`config.mk`:
```
export PLATFORM = sky130hd
export DESIGN_NAME = mdsc_regs
export DESIGN_NICKNAME = d
export VERILOG_FILES = /design/src/design/mdsc_pkg.sv /design/src/design/mdsc_regs.sv /design/src/design/mdsc_div4.sv
export VERILOG_INCLUDE_DIRS = /design/src /design/src/design
export SDC_FILE = /design/constraint.sdc
export NUM_CORES = 1
export LEC_CHECK = 0
export BUFFER_PORTS_ARGS = -buffer_cell sky130_fd_sc_hd__clkbuf_2
export CORE_UTILIZATION = 38
export DETAILED_ROUTE_END_ITERATION = 16
export PLACE_DENSITY_LB_ADDON = 0.25
export SLEW_MARGIN = 20
export SYNTH_ARGS = -nofsm -noshare
export SYNTH_HDL_FRONTEND = slang
export SYNTH_SLANG_ARGS = --single-unit
export TNS_END_PERCENT = 5
```
`constraint.sdc`:
```
create_clock -name clk -period 1.63 [get_ports clk]
set_input_delay 0.2445 -clock clk [delete_from_list [all_inputs] [get_ports clk]]
set_output_delay 0.2445 -clock clk [all_outputs]
set_load 0.05 [all_outputs]
```
`src/design/mdsc_consts.svh`:
```
// Purpose: offsets, field positions, reset values and timing counts for the sequencer control pair
// Assumes: index-addressed 8-bit data port, one clock
// Notes: included by bare name
`ifndef MDSC_CONSTS_SVH
`define MDSC_CONSTS_SVH
`define MDSC_IDX_MISC2 8'h16
`define MDSC_IDX_DSCC 8'h1a
`define MDSC_MISC2_RDY_BIT 5
`define MDSC_MISC2_CMD_BIT 4
`define MDSC_MISC2_DIV4_BIT 3
`define MDSC_MISC2_OSC_BIT 2
`define MDSC_MISC2_DRAM_BIT 1
`define MDSC_MISC2_CPU_BIT 0
`define MDSC_DSCC_RFL_BIT 7
`define MDSC_DSCC_DUAL_BIT 6
`define MDSC_DSCC_BW_BIT 5
`define MDSC_MISC2_RW_MASK 8'h30
`define MDSC_MISC2_WMASK 8'h3f
`define MDSC_DSCC_WMASK 8'he0
`define MDSC_RESET_VAL 8'h00
`define MDSC_RDY_EXTRA_WAITS 2'h3
`endif

```
`src/design/mdsc_pkg.sv`:
```
// Purpose: shared types for the sequencer control pair
// Assumes: nothing beyond the constants header
// Notes: one-hot ready sequencer states
package mdsc_pkg;
  typedef logic [7:0] mdsc_byte_t;
  typedef enum logic [2:0] {
    MDSC_IDLE = 3'b001,
    MDSC_WAIT = 3'b010,
    MDSC_DONE = 3'b100
  } mdsc_rdy_state_t;
endpackage

```
`src/design/mdsc_regs.sv`:
```
// Purpose: miscellaneous control and dual-scan colour control registers on the sequencer data port
// Assumes: index and data strobes come from bus logic on clk; pixel tick and suspend arrive asynchronously
// Notes: bits 3:0 of the misc register are write-only and read as zero
//
// Overview of operation
// - ready bit set adds three wait states
// - command-timing bit adds one cycle of delay at cmd_sampled
// - divide-by-four bit quarters pixel clock
// - oscillator-gate bit disables pad in suspend
// - bits 1,0 select DRAM/CPU input thresholds
// - bits 3:0 write-only; all reset zero
// - bit 7 selects refresh cycles per line
// - bit 6 selects dual-scan colour panel mode
// - bit 5 balances CPU against video bandwidth
`include "mdsc_consts.svh"
module mdsc_regs (
  // clock, reset, enable
  input wire logic clk,
  input wire logic rst,
  input wire logic ce,
  // index/data port
  input wire logic [7:0] seq_index,
  input wire logic wr_stb,
  input wire logic rd_stb,
  input wire mdsc_pkg::mdsc_byte_t wr_data,
  output mdsc_pkg::mdsc_byte_t rd_data,
  // memory-cycle ready handshake
  input wire logic mem_cycle_start,
  output logic mem_ready,
  // asynchronous inputs
  input wire logic cmd_pin,
  input wire logic pix_tick_in,
  input wire logic suspend_in,
  // control outputs
  output logic cmd_sampled,
  output logic pix_tick_out,
  output logic osc_pad_en,
  output logic dram_cmos_sel,
  output logic cpu_cmos_sel,
  output logic refresh_per_line_sel,
  output logic dual_scan_color_sel,
  output logic cpu_bw_priority
);
  import mdsc_pkg::*;

  mdsc_byte_t misc_q, misc_d, dscc_q, dscc_d, rdata_q, rdata_d;
  logic [1:0] cmd_sync_q, pix_sync_q, susp_sync_q;
  logic cmd_neg_q, cmd_late_q, cmd_out_q, cmd_out_d;
  logic osc_q, osc_d, dram_q, cpu_q, rfl_q, dual_q, bw_q;
  logic dram_d, cpu_d, rfl_d, dual_d, bw_d;
  mdsc_rdy_state_t rs_q, rs_d;
  logic [1:0] wcnt_q, wcnt_d;
  logic rdy_q, rdy_d;

  // register writes and reads; reserved bits never stored
  always_comb begin
    misc_d = misc_q;
    dscc_d = dscc_q;
    rdata_d = rdata_q;
    if (wr_stb && seq_index == `MDSC_IDX_MISC2)
      misc_d = wr_data & `MDSC_MISC2_WMASK;
    if (wr_stb && seq_index == `MDSC_IDX_DSCC)
      dscc_d = wr_data & `MDSC_DSCC_WMASK;
    if (rd_stb) begin
      if (seq_index == `MDSC_IDX_MISC2)
        rdata_d = misc_q & `MDSC_MISC2_RW_MASK;
      else if (seq_index == `MDSC_IDX_DSCC)
        rdata_d = dscc_q;
      else
        rdata_d = `MDSC_RESET_VAL;
    end
  end
  always_ff @(posedge clk or posedge rst) begin
    if (rst) begin
      misc_q <= `MDSC_RESET_VAL;
      dscc_q <= `MDSC_RESET_VAL;
      rdata_q <= `MDSC_RESET_VAL;
    end else if (ce) begin
      misc_q <= misc_d;
      dscc_q <= dscc_d;
      rdata_q <= rdata_d;
    end
  end

  // two-flop synchronisers for the pin inputs
  always_ff @(posedge clk or posedge rst) begin
    if (rst) begin
      cmd_sync_q <= 2'h0;
      pix_sync_q <= 2'h0;
      susp_sync_q <= 2'h0;
    end else if (ce) begin
      cmd_sync_q <= {cmd_sync_q[0], cmd_pin};
      pix_sync_q <= {pix_sync_q[0], pix_tick_in};
      susp_sync_q <= {susp_sync_q[0], suspend_in};
    end
  end

  // half-clock delay: the synced command level is re-taken on the falling edge
  always_ff @(negedge clk or posedge rst) begin
    if (rst)
      cmd_neg_q <= 1'b0;
    else if (ce)
      cmd_neg_q <= cmd_sync_q[1];
  end

  // rising-edge logic only sees the late sample one edge later, so the
  // delayed mode shows up as one extra cycle at the port
  always_comb begin
    cmd_out_d = misc_q[`MDSC_MISC2_CMD_BIT] ? cmd_late_q : cmd_sync_q[1];
    osc_d = ~(misc_q[`MDSC_MISC2_OSC_BIT] & susp_sync_q[1]);
    dram_d = misc_q[`MDSC_MISC2_DRAM_BIT];
    cpu_d = misc_q[`MDSC_MISC2_CPU_BIT];
    rfl_d = dscc_q[`MDSC_DSCC_RFL_BIT];
    dual_d = dscc_q[`MDSC_DSCC_DUAL_BIT];
    bw_d = dscc_q[`MDSC_DSCC_BW_BIT];
  end
  always_ff @(posedge clk or posedge rst) begin
    if (rst) begin
      cmd_late_q <= 1'b0;
      cmd_out_q <= 1'b0;
      osc_q <= 1'b1;
      dram_q <= 1'b0;
      cpu_q <= 1'b0;
      rfl_q <= 1'b0;
      dual_q <= 1'b0;
      bw_q <= 1'b0;
    end else if (ce) begin
      cmd_late_q <= cmd_neg_q;
      cmd_out_q <= cmd_out_d;
      osc_q <= osc_d;
      dram_q <= dram_d;
      cpu_q <= cpu_d;
      rfl_q <= rfl_d;
      dual_q <= dual_d;
      bw_q <= bw_d;
    end
  end

  // ready sequencer: minimum delay answers the cycle after start
  always_comb begin
    rs_d = rs_q;
    wcnt_d = wcnt_q;
    rdy_d = 1'b0;
    case (rs_q)
      MDSC_IDLE: begin
        if (mem_cycle_start) begin
          if (misc_q[`MDSC_MISC2_RDY_BIT]) begin
            rs_d = MDSC_WAIT;
            wcnt_d = `MDSC_RDY_EXTRA_WAITS;
          end else begin
            rs_d = MDSC_DONE;
            rdy_d = 1'b1;
          end
        end
      end
      MDSC_WAIT: begin
        wcnt_d = wcnt_q - 2'h1;
        if (wcnt_q == 2'h1) begin
          rs_d = MDSC_DONE;
          rdy_d = 1'b1;
        end
      end
      MDSC_DONE: rs_d = MDSC_IDLE;
      default: rs_d = MDSC_IDLE;
    endcase
  end
  always_ff @(posedge clk or posedge rst) begin
    if (rst) begin
      rs_q <= MDSC_IDLE;
      wcnt_q <= 2'h0;
      rdy_q <= 1'b0;
    end else if (ce) begin
      rs_q <= rs_d;
      wcnt_q <= wcnt_d;
      rdy_q <= rdy_d;
    end
  end

  mdsc_div4 u_div4 (
    .clk(clk),
    .rst(rst),
    .ce(ce),
    .div_en(misc_q[`MDSC_MISC2_DIV4_BIT]),
    .pix_tick(pix_sync_q[1]),
    .pix_tick_out(pix_tick_out)
  );

  assign rd_data = rdata_q;
  assign mem_ready = rdy_q;
  assign cmd_sampled = cmd_out_q;
  assign osc_pad_en = osc_q;
  assign dram_cmos_sel = dram_q;
  assign cpu_cmos_sel = cpu_q;
  assign refresh_per_line_sel = rfl_q;
  assign dual_scan_color_sel = dual_q;
  assign cpu_bw_priority = bw_q;
endmodule

```
`src/design/mdsc_div4.sv`:
```
// Purpose: optional divide-by-four of the pixel clock, as a clock enable
// Assumes: pixel clock sampled in the register clock domain already
// Notes: output is a registered enable pulse, not a derived clock
`include "mdsc_consts.svh"
module mdsc_div4 (
  // clock and reset
  input wire logic clk,
  input wire logic rst,
  input wire logic ce,
  // control
  input wire logic div_en,
  input wire logic pix_tick,
  // result
  output logic pix_tick_out
);
  logic [1:0] cnt_q, cnt_d;
  logic out_q, out_d;
  always_comb begin
    cnt_d = cnt_q;
    out_d = 1'b0;
    if (pix_tick) begin
      if (div_en) begin
        cnt_d = cnt_q + 2'h1;
        out_d = (cnt_q == 2'h3);
      end else begin
        cnt_d = 2'h0;
        out_d = 1'b1;
      end
    end
  end
  always_ff @(posedge clk or posedge rst) begin
    if (rst) begin
      cnt_q <= 2'h0;
      out_q <= 1'b0;
    end else if (ce) begin
      cnt_q <= cnt_d;
      out_q <= out_d;
    end
  end
  assign pix_tick_out = out_q;
endmodule

```
==> run summary, run 1 <==
Starting Density = 40.7%
Psw = 532 uW
Drt first pass iters = 4
Ys flop type = dfrtp_1
Worst Setup Start Kind = register
Drt initial violations = 54
Slowest CP cell = dfrtp_1
Post-Route WL = 3050 um
Clk buf depth = 2
Share of cells above drive strength 1 = 41.8%
Number of diodes = 0
Cells after Synth = 135
Core area = 4090 um^2
FF-to-FF End = cmd_neg_q$_DFFE_NP0P_
Cell chain of the critical path = mux2_4
Number of setup violations in the final report = 0
Critical path depth = 1
Final net count = 203
Total track usage = 15.0%
Drt via density = 5.00
Vias = 1134
CTS tree = done
Vias in the first global route = 1126
CP peak stage delay = 0.39 ns
CP Class = register to register
GP Congestion = 0.752
Rows = 23
Cts bufs inserted = 5
Most frequent cells in the layout = clkbuf_2, dfrtp_1, mux2_2, nand2_1, o21ai_0
Final clock skew = 0.00628 ns
PortBufs = 37
DIE WIDTH = 68.2 um
Comb power frac = 13.3%
Kind of cell adding the most delay to the critical path = flip-flops
Max rail drop VDD = 498 uV
Final HPWL DP = 2280 um
Post-CTS Setup Repair Bufs = 0
Die area = 4640 um^2
Final Max Tran Viols = 0
Residual DRC = 0
Arr. time, crit path = 0.94 ns
Clock share of power = 37.3%
Required @ worst endpoint = 0.95 ns
CTS Root Cell = clkbuf_8
Post-synth EDFFs = 0
Final instance area = 2010 um^2
Post-route antenna net violation count = 0
Origin of the critical flop-to-flop path = cmd_sync_q[1]$_DFFE_PP0P_
Die Y = 68.2 um
CTS clk-pin slew, worst paths = 0.07 ns
Status = finished, final reports clean
Critical path fanouts, max = 3
Final Util = 49.1%
First-pass GRT wire length = 4990 um
Crit path buffers/inverters = 0
R2r worst-path depth = 1
CTS resizes = 0
Fin. Hold Viols = 0
Initial antenna violation count = 0
Cts-stage hold buffer count = 0
Synth unique cells = 34
Leakage power = 0.978 nW
Reg power frac = 49.3%
Most common cell after layout, fill and taps aside = clkbuf_2
Seq/Total Area, Yosys = 55.8%
Largest net degree at the start of global routing = 37
Switching share of total power = 25.6%
Synth warnings = 0
Worst-Skew Late Latency = 0.29 ns
Avg WL per Cell = 13.4 um
Internal Power = 1.55 mW
FF-to-FF setup slack = 0.02 ns
Syn Area/Cell = 12.3 um^2
Layout area overhead = 20.6%
Power density over the cells = 1040 nW/um^2
GR Overflow Total = 0
Synth async-reset ratio = 100%
CTS H-tree depth = 2
Max Cap Viol = 0
RSZ-0062 raised after global routing = yes
Fillers = 384
Clk sinks = 37
Ports = 42
Yosys reg bits = 37
Min-Delay Path Class = primary input to async pin
Synthesized area = 1660 um^2
CP endpoint kind = register
DP Area = 1890 um^2
-- power by group through the flow --
stage / Clock, mW / Sequential, mW / Combinational [mW]
6_report: 0.777 / 1.03 / 0.277
3_5_place_dp: 0 / 1.04 / 0.277
5_1_grt: 0.846 / 1.03 / 0.303
3_3_place_gp: 0 / 1.04 / 0.270
2_1_floorplan: 0 / 1.08 / 0.163
4_1_cts: 0.807 / 1.03 / 0.279
-- worst max-delay path by stage --
stage               slack (ns)                 startpoint               endpoint
finish                    0.02  cmd_sync_q[1]$_DFFE_PP0P_  cmd_neg_q$_DFFE_NP0P_
global route             -0.01  cmd_sync_q[1]$_DFFE_PP0P_  cmd_neg_q$_DFFE_NP0P_
CTS                      0.007  cmd_sync_q[1]$_DFFE_PP0P_  cmd_neg_q$_DFFE_NP0P_
detailed placement      -0.008                         ce  cmd_neg_q$_DFFE_NP0P_
global placement         -0.01                         ce  cmd_neg_q$_DFFE_NP0P_
floorplan                -0.09                         ce  cmd_neg_q$_DFFE_NP0P_
-- cell usage after synthesis (all sizes together) (2+ instances only) --
master	n	area share (%)
nand2	11	2.5
a21oi	4	1.2
dfrtp	34	51
ha	2	1.5
buf	8	3.0
o21ai	10	3.0
nand3	4	1.5
a2bb2oi	2	1.1
dfstp	2	3.2
nand2b	4	1.5
nor2	5	1.1
inv	7	1.6
nand4	2	1.7
mux2	22	15
o31ai	3	1.4
-- layout make-up --
type | instances | area, um^2 | share of cell area [%]
Tap cell | 50 | 62.6 | 3.12
Clock buffer | 6 | 72.6 | 3.62
Clock inverter | 2 | 38.8 | 1.93
Timing Repair Buffer | 39 | 200 | 9.98
Sequential cell | 37 | 928 | 46.3
Multi-Input combinational cell | 86 | 673 | 33.6
Inverter | 7 | 30.0 | 1.50
-- metal layers --
metal / vias to the layer above / global-route usage (%) / part of all wire [%]
met4: 0 / 9.38 / 2.4
li1: 548 / - / -
met3: 9 / 4.00 / 4.8
met5: - / 0 / 0
met1: 548 / 18.2 / 43
met2: 29 / 23.4 / 50
-- per-stage QoR --
step	total power, mW	setup TNS (ns)	cells	worst slack, ns	hold slack [ns]
after global placement	1.31	-0.0124	219	-0.0124	0.409
after global routing	2.18	-0.0133	227	-0.0133	0.133
after detailed placement	1.32	-0.00762	219	-0.00762	0.426
after floorplan	1.25	-0.0926	138	-0.0926	0.204
after CTS	2.11	0	227	0.00706	0.107
final	2.08	0	227	0.0174	0.0904
-- sequential cells by signal, summed over array words and instances (netlist names), 2 cells and up --
signal and cells:
rs_q 3, wcnt_q 2, dscc_q 3, susp_sync_q 2
u_div4.cnt_q 2, pix_sync_q 2, misc_q 6, rd_data 4
cmd_sync_q 2
-- worst min-delay path: stages --
cell and delay [ns]:
clkbuf_2 0.10, clkinvlp_4 0.08, buf_4 0.39
-- cells by family (layout without fill, tap and decap cells) --
logic type | Yosys count | count (layout) | synth area share (%)
flip-flops | 37 | 37 | 55.8
multiplexers | 23 | 23 | 15.5
adder cells (fa/ha/maj) | 2 | 2 | 1.50
buffers and inverters | 15 | 54 | 4.59
other | 1 | 4 | 0.226
AND/OR/NAND/NOR | 34 | 34 | 13.8
AO/OA/AOI/OAI | 23 | 23 | 8.50
Power figures use the tool's default switching activity.
==> run 2, diff against run 1 <==
--- a/config.mk
+++ b/config.mk
@@ -6,9 +6,11 @@
 export SDC_FILE = /design/constraint.sdc
 export NUM_CORES = 1
 export LEC_CHECK = 0
-export BUFFER_PORTS_ARGS = -buffer_cell sky130_fd_sc_hd__clkbuf_2
+export CELL_PAD_IN_SITES_DETAIL_PLACEMENT = 0
+export CELL_PAD_IN_SITES_GLOBAL_PLACEMENT = 1
 export CORE_UTILIZATION = 38
 export DETAILED_ROUTE_END_ITERATION = 16
+export DONT_BUFFER_PORTS = 1
 export PLACE_DENSITY_LB_ADDON = 0.25
 export SLEW_MARGIN = 20
 export SYNTH_ARGS = -nofsm -noshare
==> run 2 against run 1 <==
Compared with the run above: utilization down 4.4 points; cell count down 16%; non-clock buffer count down 37; clock skew down 0.0026 ns; wire length down 7.3%; sequential cell count unchanged; cell area down 8.9%; sequential power up 6%; hold slack worse by 0.063 ns; register-to-register slack about the same; total power down 2.1%.
==> run summary, run 2 (synthesis gave the netlist of run 1 again) <==
Slowest CP cell = dfrtp_1
DIE WIDTH = 68.2 um
FF-to-FF setup slack = 0.01 ns
Layout area overhead = 9.86%
Final net count = 166
Total track usage = 13.4%
Met3 wire length = 228 um
CP peak stage delay = 0.40 ns
Worst-Skew Late Latency = 0.29 ns
Multi-input logic area = 673 um^2
FF-to-FF End = cmd_neg_q$_DFFE_NP0P_
Status = finished, final reports clean
Final HPWL DP = 2050 um
Min-delay src = ce
Post-route antenna net violation count = 0
PortBufs = 0
FF/Latch Area = 928 um^2
Vias in the first global route = 1024
Register with the most flip-flops = misc_q
Rows = 23
Number of instances in the placed design = 181
Hold Path Depth = 1
Leakage power = 0.819 nW
Most frequent cells in the layout = dfrtp_1, mux2_2, nand2_1, o21ai_0, inv_1
Cell chain of the critical path = mux2_4
CTS H-tree depth = 2
Residual DRC = 0
Met1 Wirelength = 1160 um
Post-CTS Setup Repair Bufs = 0
Overall Power = 2.04 mW
Vias = 1024
Initial antenna violation count = 0
Fin. Hold Viols = 0
Final Util = 44.7%
Final setup margin = 0.0124 ns
Arr. time, crit path = 0.94 ns
Max reg flops = 6
CTS tree = done
Kind of cell adding the most delay to the critical path = flip-flops
Die area = 4640 um^2
Drt initial violations = 67
Required @ worst endpoint = 0.95 ns
Min-Delay Path Class = primary input to register
Number of diodes = 0
Core area = 4090 um^2
Drt first pass iters = 4
Worst slack, placed = 0.0212 ns
Critical path fanouts, max = 3
CP Class = register to register
Clk buf depth = 2
Power density over the cells = 1120 nW/um^2
Worst-case hold path end point = osc_pad_en$_DFFE_PP1P_
Share of cells above drive strength 1 = 26.4%
R2r worst-path depth = 1
Max Cap Viol = 0
CTS clk-pin slew, worst paths = 0.07 ns
Cts bufs inserted = 5
Crit path buffers/inverters = 0
Ports = 42
Origin of the critical flop-to-flop path = cmd_sync_q[1]$_DFFE_PP0P_
Starting Density = 40.7%
Avg WL per Cell = 14.9 um
Max Used Layer = met4
Fillers = 380
Die Y = 68.2 um
Met2 WL post-DR = 1390 um
Post-Route WL = 2830 um
CP endpoint kind = register
RSZ-0062 raised after global routing = yes
Post-route insts no fill = 190
GP Congestion = 0.770
Final Max Tran Viols = 0
Final clock skew = 0.00366 ns
Most common cell after layout, fill and taps aside = dfrtp_1
Clk sinks = 37
Max rail drop VDD = 567 uV
First-pass GRT wire length = 4380 um
Setup TNS = 0 ns
CTS Root Cell = clkbuf_8
Largest net degree at the start of global routing = 37
GR Overflow Total = 0
Worst Setup Start Kind = register
Drt via density = 5.39
Number of setup violations in the final report = 0
-- run 2: cell count changes in the layout (fill, tap and decap cells not counted) --
cell,before,now
buf_4,2,1
dlygate4sd3_1,0,1
clkinvlp_4,1,2
clkbuf_2,37,0
clkbuf_1,1,0
-- run 2: power by group --
part | internal (mW) | switching, mW
Sequential | 0.983 | 0.104
Combinational | 0.0759 | 0.0853
Clock | 0.458 | 0.332
-- run 2: worst max path at each step --
stage,start,to,slack [ns],depth (start not counted)
final,cmd_sync_q[1]$_DFFE_PP0P_,cmd_neg_q$_DFFE_NP0P_,0.01,1
after CTS,cmd_sync_q[1]$_DFFE_PP0P_,cmd_neg_q$_DFFE_NP0P_,0.008,1
after global routing,cmd_sync_q[1]$_DFFE_PP0P_,cmd_neg_q$_DFFE_NP0P_,-0.03,1
after detailed placement,cmd_sync_q[1]$_DFFE_PP0P_,cmd_neg_q$_DFFE_NP0P_,0.02,1
after floorplan,ce,cmd_neg_q$_DFFE_NP0P_,-0.09,2
after global placement,cmd_sync_q[1]$_DFFE_PP0P_,cmd_neg_q$_DFFE_NP0P_,0.04,1
-- run 2: cell type report --
class | instances | area share, %
clock inverter | 3 | 2.53
sequential | 37 | 50.8
clock buffer | 5 | 3.77
timing repair buffer | 2 | 0.959
inverter | 7 | 1.64
tap | 50 | 3.42
multi-input combinational | 86 | 36.8
-- run 2: timing repair --
action / in CTS / in global routing
setup endpoints to repair: 0 / 1
hold buffers: 1 / 0
resized for setup: 0 / 1
endpoints found under the hold margin: 22 / 0
-- run 2: per-stage QoR --
step / area (um^2) / hold slack (ns)
after floorplan: 1680 / 0.204
after global placement: 1700 / 0.306
after detailed placement: 1700 / 0.317
after CTS: 1820 / 0.00958
after global routing: 1830 / 0.00522
final: 1830 / 0.0278
-- run 2: routing by layer --
layer	vias to the layer above	GRT usage [%]
met5	-	0
met4	0	6.51
met3	4	6.17
met2	34	21.6
met1	508	14.9
li1	478	-
